File: src/core/vfdsl_map.vh
`ifndef VFDSL_MAP_VH
`define VFDSL_MAP_VH

// Display geometry
`define VFDSL_LINES 60
`define VFDSL_HI_BITS 28

// Pin vector positions after synchronising
`define VFDSL_PIN_SCK 0
`define VFDSL_PIN_DIN 1
`define VFDSL_PIN_LS 2
`define VFDSL_PIN_BLANK 3
`define VFDSL_PIN_FORCE 4
`define VFDSL_PIN_COUNT 5

// Register byte offsets
`define VFDSL_OFS_CTRL 8'h00
`define VFDSL_OFS_PINS 8'h04
`define VFDSL_OFS_LATCH_LO 8'h08
`define VFDSL_OFS_LATCH_HI 8'h0C
`define VFDSL_OFS_SHIFT_LO 8'h10
`define VFDSL_OFS_SHIFT_HI 8'h14

// Control fields and reset values
`define VFDSL_CTRL_SOFT_BLANK 0
`define VFDSL_CTRL_RESET 1'h0

// Bus answers
`define VFDSL_RESP_OKAY 2'h0
`define VFDSL_RESP_SLVERR 2'h2

`endif

File: src/core/vfdsl_core.v
`timescale 1ns/10ps
`default_nettype none
`include "vfdsl_map.vh"

module vfdsl_core #(
  parameter LINES = `VFDSL_LINES,
  parameter ADDR_W = 8
) (
  input wire aclk,
  input wire aresetn,
  input wire shift_clk,
  input wire serial_input,
  input wire latch_strobe,
  input wire blank_n,
  input wire force_lit,
  output wire serial_carry,
  output reg [LINES-1:0] drive_line,
  input wire [ADDR_W-1:0] s_axi_awaddr,
  input wire s_axi_awvalid,
  output wire s_axi_awready,
  input wire [31:0] s_axi_wdata,
  input wire [3:0] s_axi_wstrb,
  input wire s_axi_wvalid,
  output wire s_axi_wready,
  output wire [1:0] s_axi_bresp,
  output wire s_axi_bvalid,
  input wire s_axi_bready,
  input wire [ADDR_W-1:0] s_axi_araddr,
  input wire s_axi_arvalid,
  output wire s_axi_arready,
  output wire [31:0] s_axi_rdata,
  output wire [1:0] s_axi_rresp,
  output wire s_axi_rvalid,
  input wire s_axi_rready
);

  // Pin handling overview
  // Host pins carry no timing relation to aclk
  // Shift clock is sampled as data, never used as a clock
  // Trade-off: one clock domain, but a slow host link
  // Each pin level must hold two aclk periods or more
  // Shorter pulses may vanish inside the filter
  // Display events land about five edges after their pin
  // Serial data must settle before its shift clock rises
  // Host keeps that order since all pins lag alike
  // Bus side needs no crossing, it already runs on aclk
  // Limitation: no event is seen while aresetn is low
  // Pins must be idle low while reset is applied

  // Synchronised pins
  wire [`VFDSL_PIN_COUNT-1:0] pin_raw; // Raw pin vector
  wire [`VFDSL_PIN_COUNT-1:0] pin_lvl; // Filtered levels
  wire [`VFDSL_PIN_COUNT-1:0] pin_rise; // Filtered rising pulses

  // Display state
  // Stage 1 sits in bit 0, so a shift is one concatenation
  // All of it powers up clear under aresetn
  reg [LINES-1:0] shift_stage_r; // Serial shift chain, bit 0 is stage 1
  reg [LINES-1:0] shift_stage_nxt; // Next chain value
  reg [LINES-1:0] latched_bit_r; // Parallel latch
  reg [LINES-1:0] latched_bit_nxt; // Next latch value
  reg [LINES-1:0] drive_nxt; // Next driver pattern

  // Register map in brief
  // Control word: bit 0 software blank, read and write
  // Pin word: filtered pin levels, read only
  // Latch and chain: two words each, read only
  // Upper words carry the top positions in their low bits

  // Software control
  // Reset leaves software blank off, so pins alone decide
  reg soft_blank_r; // Extra blanking from software

  // Register bus user side
  // Write fields come straight from slave flops
  // They stay valid after the pulse until the next write
  wire wr_en; // One-cycle write pulse
  wire [ADDR_W-1:0] wr_addr; // Write address
  wire [31:0] wr_data; // Write data
  wire [3:0] wr_strb; // Write byte lanes
  reg wr_err; // Unmapped or read-only write
  reg [31:0] rd_data; // Read mux output
  reg rd_err; // Unmapped read

  // Convenience names for the filtered pins
  // Only filtered levels and pulses are used past here
  // Raw pins must never reach the display logic
  wire sck_rise = pin_rise[`VFDSL_PIN_SCK];
  wire din_lvl = pin_lvl[`VFDSL_PIN_DIN];
  wire ls_lvl = pin_lvl[`VFDSL_PIN_LS];
  wire ls_rise = pin_rise[`VFDSL_PIN_LS];
  wire blank_lvl = pin_lvl[`VFDSL_PIN_BLANK];
  wire force_lvl = pin_lvl[`VFDSL_PIN_FORCE];

  // Clear event: shift clock rises with strobe high
  // The strobe level, not its edge, qualifies a clear
  // Strobe must be high some cycles before the clock rises
  // Same filtered pulse as a shift, so no race between them
  wire clear_evt = sck_rise & ls_lvl;

  // Output pattern for a given latch and control levels
  // Priority: blank, then force, then latch data
  // Blank wins so the panel can always be darkened
  function [LINES-1:0] drive_of;
    input [LINES-1:0] latch;
    input unblank;
    input force_on;
    begin
      if (!unblank) begin
        drive_of = {LINES{1'b0}};
      end else if (force_on) begin
        drive_of = {LINES{1'b1}};
      end else begin
        drive_of = latch;
      end
    end
  endfunction

  // Lower word of a wide vector for the read mux
  // Shared by the latch and chain reads
  function [31:0] lo_word;
    input [LINES-1:0] v;
    begin
      lo_word = v[31:0];
    end
  endfunction

  // Upper bits of a wide vector, zero padded
  // Limitation: LINES must stay between 33 and 63
  function [31:0] hi_word;
    input [LINES-1:0] v;
    begin
      hi_word = {{(64 - LINES){1'b0}}, v[LINES-1:32]};
    end
  endfunction

  // Pin order fixed by the map
  // A wrong order here swaps pins without any error
  assign pin_raw = {force_lit, blank_n, latch_strobe, serial_input, shift_clk};

  // Pins come from the host domain and need the filter
  // One filter for all pins keeps their lags equal
  // Equal lags keep data ahead of its shift clock edge
  // Reset clears all stages; idle low pins then give no false edge
  vfdsl_pin_sync #(
    .WIDTH(`VFDSL_PIN_COUNT)
  ) u_pin_sync (
    .aclk(aclk),
    .aresetn(aresetn),
    .pin_in(pin_raw),
    .level_r(pin_lvl),
    .rise_r(pin_rise)
  );

  // Shift chain next state
  // Clear has priority over shifting
  // Without a filtered clock pulse the chain holds
  always @* begin
    // Default is to hold
    shift_stage_nxt = shift_stage_r;
    if (clear_evt) begin
      shift_stage_nxt = {LINES{1'b0}};
    end else if (sck_rise) begin
      // New bit enters stage 1, others move toward the end
      shift_stage_nxt = {shift_stage_r[LINES-2:0], din_lvl};
    end
  end

  // Latch next state; a clear beats a strobe rise
  // A strobe rise copies the chain as it stood before the edge
  // Falling strobe edges leave the latch alone
  always @* begin
    latched_bit_nxt = latched_bit_r;
    if (clear_evt) begin
      latched_bit_nxt = {LINES{1'b0}};
    end else if (ls_rise) begin
      latched_bit_nxt = shift_stage_r;
    end
  end

  // Drivers follow the new latch value, so a clear lands at once
  // Software blank joins the pin blank and also beats force
  // Trade-off: one more gate level ahead of the driver flops
  always @* begin
    drive_nxt = drive_of(latched_bit_nxt, blank_lvl & ~soft_blank_r, force_lvl);
  end

  // Display state registers
  // Reset values match a blanked, cleared panel
  always @(posedge aclk) begin
    if (!aresetn) begin
      // Blank until the host clears and loads
      shift_stage_r <= {LINES{1'b0}};
      latched_bit_r <= {LINES{1'b0}};
      drive_line <= {LINES{1'b0}};
    end else begin
      // Every register takes its next value on every edge
      shift_stage_r <= shift_stage_nxt;
      latched_bit_r <= latched_bit_nxt;
      drive_line <= drive_nxt;
    end
  end

  // Carry is the last stage, already a flop
  // It moves only when the chain moves
  // A chained driver sees it one filter lag after the clock
  assign serial_carry = shift_stage_r[LINES-1];

  // Writable control bits
  // Only byte lane zero holds a control bit
  // Rejected writes leave the bit alone
  always @(posedge aclk) begin
    if (!aresetn) begin
      soft_blank_r <= `VFDSL_CTRL_RESET;
    end else if (wr_en && !wr_err && wr_strb[0]) begin
      soft_blank_r <= wr_data[`VFDSL_CTRL_SOFT_BLANK];
    end
  end

  // Only the control word takes writes
  // Every other offset is read-only or unmapped
  // Kept combinational; the slave samples it at commit
  always @* begin
    wr_err = (wr_addr != `VFDSL_OFS_CTRL);
  end

  // Read mux; unmapped offsets answer with an error
  // Reads have no side effects on display state
  // Latch and chain are read as they stand, not resampled
  always @* begin
    rd_err = 1'b0;
    rd_data = 32'h00000000;
    case (s_axi_araddr)
      `VFDSL_OFS_CTRL: begin
        rd_data = {31'h0, soft_blank_r};
      end
      `VFDSL_OFS_PINS: begin
        // Filtered pin levels as the core sees them
        rd_data = {27'h0, pin_lvl};
      end
      `VFDSL_OFS_LATCH_LO: begin
        // Positions 1 to 32
        rd_data = lo_word(latched_bit_r);
      end
      `VFDSL_OFS_LATCH_HI: begin
        // Top positions in the low bits
        rd_data = hi_word(latched_bit_r);
      end
      `VFDSL_OFS_SHIFT_LO: begin
        // Stages 1 to 32
        rd_data = lo_word(shift_stage_r);
      end
      `VFDSL_OFS_SHIFT_HI: begin
        // Top stages in the low bits
        rd_data = hi_word(shift_stage_r);
      end
      default: begin
        // Data stays zero on an error
        rd_err = 1'b1;
      end
    endcase
  end

  // Bus slave; all its outputs are flops
  // Same clock as the display logic, so no crossing
  // One write and one read may be in flight at once
  // Write pulse lasts one cycle; address and data hold after it
  vfdsl_axil_slave #(
    .ADDR_W(ADDR_W)
  ) u_axil (
    .aclk(aclk),
    .aresetn(aresetn),
    .s_axi_awaddr(s_axi_awaddr),
    .s_axi_awvalid(s_axi_awvalid),
    .s_axi_awready(s_axi_awready),
    .s_axi_wdata(s_axi_wdata),
    .s_axi_wstrb(s_axi_wstrb),
    .s_axi_wvalid(s_axi_wvalid),
    .s_axi_wready(s_axi_wready),
    .s_axi_bresp(s_axi_bresp),
    .s_axi_bvalid(s_axi_bvalid),
    .s_axi_bready(s_axi_bready),
    .s_axi_araddr(s_axi_araddr),
    .s_axi_arvalid(s_axi_arvalid),
    .s_axi_arready(s_axi_arready),
    .s_axi_rdata(s_axi_rdata),
    .s_axi_rresp(s_axi_rresp),
    .s_axi_rvalid(s_axi_rvalid),
    .s_axi_rready(s_axi_rready),
    .wr_en_r(wr_en),
    .wr_addr_r(wr_addr),
    .wr_data_r(wr_data),
    .wr_strb_r(wr_strb),
    .wr_err(wr_err),
    .rd_data(rd_data),
    .rd_err(rd_err)
  );

endmodule

`default_nettype wire

File: src/core/vfdsl_pin_sync.v
`timescale 1ns/10ps
`default_nettype none

// Three-stage synchroniser with agreement filter per pin
module vfdsl_pin_sync #(
  parameter WIDTH = 5
) (
  input wire aclk,
  input wire aresetn,
  input wire [WIDTH-1:0] pin_in,
  output reg [WIDTH-1:0] level_r,
  output reg [WIDTH-1:0] rise_r
);

  reg [WIDTH-1:0] stage1_r; // Metastability catcher, read by stage2 only
  reg [WIDTH-1:0] stage2_r; // Second stage
  reg [WIDTH-1:0] stage3_r; // Third stage
  wire [WIDTH-1:0] agree; // Stages two and three agree
  wire [WIDTH-1:0] level_nxt; // Filtered level next value

  assign agree = ~(stage2_r ^ stage3_r);
  // A change only counts once two and three agree
  assign level_nxt = (agree & stage2_r) | (~agree & level_r);

  // Pipeline and filtered level
  always @(posedge aclk) begin
    if (!aresetn) begin
      stage1_r <= {WIDTH{1'b0}};
      stage2_r <= {WIDTH{1'b0}};
      stage3_r <= {WIDTH{1'b0}};
      level_r <= {WIDTH{1'b0}};
      rise_r <= {WIDTH{1'b0}};
    end else begin
      stage1_r <= pin_in;
      stage2_r <= stage1_r;
      stage3_r <= stage2_r;
      level_r <= level_nxt;
      rise_r <= level_nxt & ~level_r; // One-cycle rising pulse
    end
  end

endmodule

`default_nettype wire

File: src/core/vfdsl_axil_slave.v
`timescale 1ns/10ps
`default_nettype none

// AXI4-Lite slave: one write and one read in flight
module vfdsl_axil_slave #(
  parameter ADDR_W = 8
) (
  input wire aclk,
  input wire aresetn,
  input wire [ADDR_W-1:0] s_axi_awaddr,
  input wire s_axi_awvalid,
  output reg s_axi_awready,
  input wire [31:0] s_axi_wdata,
  input wire [3:0] s_axi_wstrb,
  input wire s_axi_wvalid,
  output reg s_axi_wready,
  output reg [1:0] s_axi_bresp,
  output reg s_axi_bvalid,
  input wire s_axi_bready,
  input wire [ADDR_W-1:0] s_axi_araddr,
  input wire s_axi_arvalid,
  output reg s_axi_arready,
  output reg [31:0] s_axi_rdata,
  output reg [1:0] s_axi_rresp,
  output reg s_axi_rvalid,
  input wire s_axi_rready,
  output reg wr_en_r,
  output reg [ADDR_W-1:0] wr_addr_r,
  output reg [31:0] wr_data_r,
  output reg [3:0] wr_strb_r,
  input wire wr_err,
  input wire [31:0] rd_data,
  input wire rd_err
);

  reg aw_held_r; // Write address captured
  reg w_held_r; // Write data captured
  wire aw_take = s_axi_awvalid & s_axi_awready;
  wire w_take = s_axi_wvalid & s_axi_wready;
  wire b_done = s_axi_bvalid & s_axi_bready;
  wire commit = aw_held_r & w_held_r & ~s_axi_bvalid;
  wire ar_take = s_axi_arvalid & s_axi_arready;
  wire r_done = s_axi_rvalid & s_axi_rready;
  wire aw_held_nxt = ~commit & (aw_held_r | aw_take);
  wire w_held_nxt = ~commit & (w_held_r | w_take);
  wire bvalid_nxt = commit | (s_axi_bvalid & ~b_done);
  wire rvalid_nxt = ar_take | (s_axi_rvalid & ~r_done);

  // Write path; address and data taken in either order
  always @(posedge aclk) begin
    if (!aresetn) begin
      aw_held_r <= 1'b0;
      w_held_r <= 1'b0;
      s_axi_awready <= 1'b0;
      s_axi_wready <= 1'b0;
      s_axi_bvalid <= 1'b0;
      s_axi_bresp <= `VFDSL_RESP_OKAY;
      wr_en_r <= 1'b0;
      wr_addr_r <= {ADDR_W{1'b0}};
      wr_data_r <= 32'h00000000;
      wr_strb_r <= 4'h0;
    end else begin
      aw_held_r <= aw_held_nxt;
      w_held_r <= w_held_nxt;
      // Readies drop until the response is taken
      s_axi_awready <= ~aw_held_nxt & ~bvalid_nxt;
      s_axi_wready <= ~w_held_nxt & ~bvalid_nxt;
      s_axi_bvalid <= bvalid_nxt;
      wr_en_r <= commit;
      if (aw_take) begin
        wr_addr_r <= s_axi_awaddr;
      end
      if (w_take) begin
        wr_data_r <= s_axi_wdata;
        wr_strb_r <= s_axi_wstrb;
      end
      if (commit) begin
        s_axi_bresp <= wr_err ? `VFDSL_RESP_SLVERR : `VFDSL_RESP_OKAY;
      end
    end
  end

  // Read path; data captured at the address handshake
  always @(posedge aclk) begin
    if (!aresetn) begin
      s_axi_arready <= 1'b0;
      s_axi_rvalid <= 1'b0;
      s_axi_rdata <= 32'h00000000;
      s_axi_rresp <= `VFDSL_RESP_OKAY;
    end else begin
      s_axi_arready <= ~rvalid_nxt;
      s_axi_rvalid <= rvalid_nxt;
      if (ar_take) begin
        s_axi_rdata <= rd_err ? 32'h00000000 : rd_data;
        s_axi_rresp <= rd_err ? `VFDSL_RESP_SLVERR : `VFDSL_RESP_OKAY;
      end
    end
  end

endmodule

`default_nettype wire

File: config.mk
export PLATFORM = sky130hd
export DESIGN_NAME = vfdsl_core
export DESIGN_NICKNAME = d
export VERILOG_FILES = /design/src/core/vfdsl_core.v /design/src/core/vfdsl_pin_sync.v /design/src/core/vfdsl_axil_slave.v
export VERILOG_INCLUDE_DIRS = /design/src /design/src/core
export SDC_FILE = /design/constraint.sdc
export NUM_CORES = 1
export LEC_CHECK = 0
export BUFFER_PORTS_ARGS = -buffer_cell sky130_fd_sc_hd__buf_2
export CORE_MARGIN = 10
export CORE_UTILIZATION = 56
export DETAILED_ROUTE_END_ITERATION = 16
export PLACE_DENSITY = 0.8
export SLEW_MARGIN = 0
export SYNTH_ARGS = -nofsm -noshare
export SYNTH_HDL_FRONTEND = slang
export SYNTH_SLANG_ARGS = --single-unit
export TNS_END_PERCENT = 5
File: constraint.sdc
create_clock -name aclk -period 1.95 [get_ports aclk]
set_clock_uncertainty 0.2 [all_clocks]
set_input_delay 0.2925 -clock aclk [delete_from_list [all_inputs] [get_ports aclk]]
set_output_delay 0.2925 -clock aclk [all_outputs]
set_load 0.01 [all_outputs]
==> run_results.csv <==
group,metric,value,unit
run_status,status,"finished, final reports clean",
place,dp_cells,1266,
grt,overflow,0,
synth,yosysUniqueCellTypes,39,
synth,yosysSeqAreaShare,52.7,%
clocking,clkLatencyLatePin,0.53,ns
clocking,cts_tree,"yes",
synth,synthAdderAreaFrac,0,%
drt,dr.first_iter.drc_count,434,
setup_path,critPathArrivalTime,2.07,ns
flow_run,cap_viol_max_count,0,
synth,synth_area,9700,um^2
min_path,hold_path_class,"primary input to flip-flop",
place,portBuffers,129,
synth,synth_top_family_by_area,"simple AND/OR/NAND/NOR gates",
cells_and_area,fin_nets,1157,
cells_and_area,syn2layout_area_growth,20.8,%
synth,yosys_warnings,0,
synth,synth-edff-count,0,
synth,synth-main-ff-cell,"dfxtp_1",
timing,fin_crit_sh,95.8,%
drt,dr.pass1.iters,4,
place,pre_cts_ws,-0.0622,ns
place,gp_congestion,0.839,
drt,vias,7727,
grt,grt_first_pass_wirelength,39.8,mm
clocking,cts_sinks,255,
timing,fin_crit,1.87,ns
drt,wire_per_inst,18.8,um
clocking,cts-root-buf,"clkbuf_16",
drt,ant_nets,0,
grt,grt_use_total,21.2,%
synth,muxShareOfSynthArea,14.4,%
setup_path,end_kind,"flip-flop",
clocking,cts_made_buffers,26,
synth,ys_async_sr_fraction,0,%
synth,synth-compound-area-share,13.8,%
grt,first_global_vias,7660,
power,power.total,10.8,mW
power,leakage,4.83,nW
synth,synth_area_per_cell,10.0,um^2
timing,final.setup.worst_slack,0.0822,ns
cells_and_area,final_cells,1338,
clocking,cts_buffer_depth,3,
timing,rsz0062_at_grt,"no",
power,power_density,925,nW/um^2
die,dieArea,23000,um^2
die,ios,166,
die,coreArea,17100,um^2
setup_path,required,2.15,ns
die,start_util,56.6,%
die,fp.dieW,152,um
timing,worst_hold_slack,0.0427,ns
place,place_hpwl,15.6,mm
timing,clock.fmax,535,MHz
synth,synthCells,970,
cells_and_area,final_common_cell,"dfxtp_1",
timing,final-hold-violation-count,0,
drt,finalWirelength,25.1,mm
timing,setup_tns,0,ns
clocking,htreeDepth,1,
timing,slew_viol_final,0,
setup_path,path_max_fanout,23,
power,ir_worst_vdd,0.840,mV
clocking,clk_pin_slew,0.06,ns
grt,antenna_found_initial,0,
die,num_rows,48,
cells_and_area,diodes,0,
timing,setup_violations,0,
drt,viasPerCell,5.78,
setup_path,critPathKind,"primary input to flip-flop",
die,die_h,152,um
drt,remaining_drc_errors,0,
synth,synth-simple-area-share,14.7,%
synth,yosys_register_bits,255,
cells_and_area,drive_above_1_share,26.1,%
setup_path,critPathLaunchType,"primary input",
clocking,post_cts_buffers,0,
cells_and_area,final_cell_mix,"dfxtp_1 (252), nor2_1 (131), buf_2 (129)",
grt,grt_max_degree,61,
synth,synth_xor_area_share,0,%
cells_and_area,fillerInstances,1311,
## final timing paths
kind / startpoint / to / slack (ns) / depth (start not counted)
worst max-delay path: aresetn / u_axil.s_axi_rvalid / 0.08 / 7
worst min-delay path: s_axi_awvalid / u_axil.wr_addr_r[2] / 0.04 / 4
worst max register to register: u_axil.s_axi_arready / u_axil.s_axi_rdata[24] / 0.12 / 4
worst min register to register: u_pin_sync.stage1_r[1] / u_pin_sync.stage2_r[1] / 0.23 / 1
## layout make-up
| class | instances | area [um^2] | share of cell area (%) |
|---|---|---|---|
| Timing Repair Buffer | 181 | 1210 | 10.4 |
| Tap cell | 225 | 282 | 2.40 |
| Clock inverter | 9 | 129 | 1.10 |
| Sequential cell | 255 | 5110 | 43.6 |
| Multi-Input combinational cell | 627 | 4190 | 35.8 |
| Inverter | 2 | 7.51 | 0.0641 |
| Clock buffer | 39 | 781 | 6.67 |
## metal layers
layer  track usage (%)  share of wire (%)
met2              36.9                 49
met1              25.5                 41
met5                 0                  0
met3              4.25                7.1
met4              7.10                2.2
## synthesized netlist by cell type (all sizes together) (3+ instances only)
master   count  share of area [%]
a22oi       31                2.4
a211o        4               0.36
nor2       131                5.1
nand4        3               0.26
nor2b        3               0.22
mux2i       67                6.9
clkbuf      47                1.8
a21oi       82                4.2
o2bb2a      23                2.7
nand3       27                1.5
a2bb2oi     23                2.1
dfxtp      255                 53
buf         40                2.5
and2        17                1.1
and3        64                4.1
mux2        64                7.4
nor3         6               0.31
nor4         3               0.35
nand2       36                1.4
o21ai       32                1.7
## flip-flops by register name (all words and copies together) (netlist names), 2 cells and up, named ones only
name / cells
u_pin_sync.stage3_r: 5
u_pin_sync.rise_r: 2
latched_bit_r: 60
u_axil.s_axi_rdata: 32
u_pin_sync.stage1_r: 5
u_pin_sync.level_r: 2
drive_line: 60
u_pin_sync.stage2_r: 5
u_axil.wr_addr_r: 8
shift_stage_r: 60
## per-stage QoR
stage | instance area (um^2) | utilization (%)
finish | 11700 | 68.4
global route | 11700 | 68.4
CTS | 11700 | 68.3
detailed placement | 10500 | 61.6
global placement | 10500 | 61.6
floorplan | 9700 | -
## power by group
part           total, mW  switching (mW)  internal (mW)
logic              0.375           0.227          0.148
registers           5.26          0.0205           5.24
clock network       5.19            2.02           3.17
## kinds of logic (layout without fill, tap and decap cells)
logic type,after synthesis,in the layout
AO/OA/AOI/OAI,199,199
multiplexers,131,131
flip-flops,255,255
other,1,2
buffers and inverters,89,231
AND/OR/NAND/NOR,295,295
## what timing repair did
action / 4_1_cts / 5_1_grt
resized for setup: 0 / 4
endpoints found under the hold margin: 24 / 0
setup endpoints to repair: 0 / 1
hold buffers: 24 / 0
## worst max-delay path, stage by stage
cell and delay [ns]:
dlygate4sd3_1 0.53, buf_2 0.14, buf_6 0.14, inv_1 0.12, buf_12 0.18, a21oi_1 0.07
dlygate4sd3_1 0.59
Power figures use the tool's default switching activity.
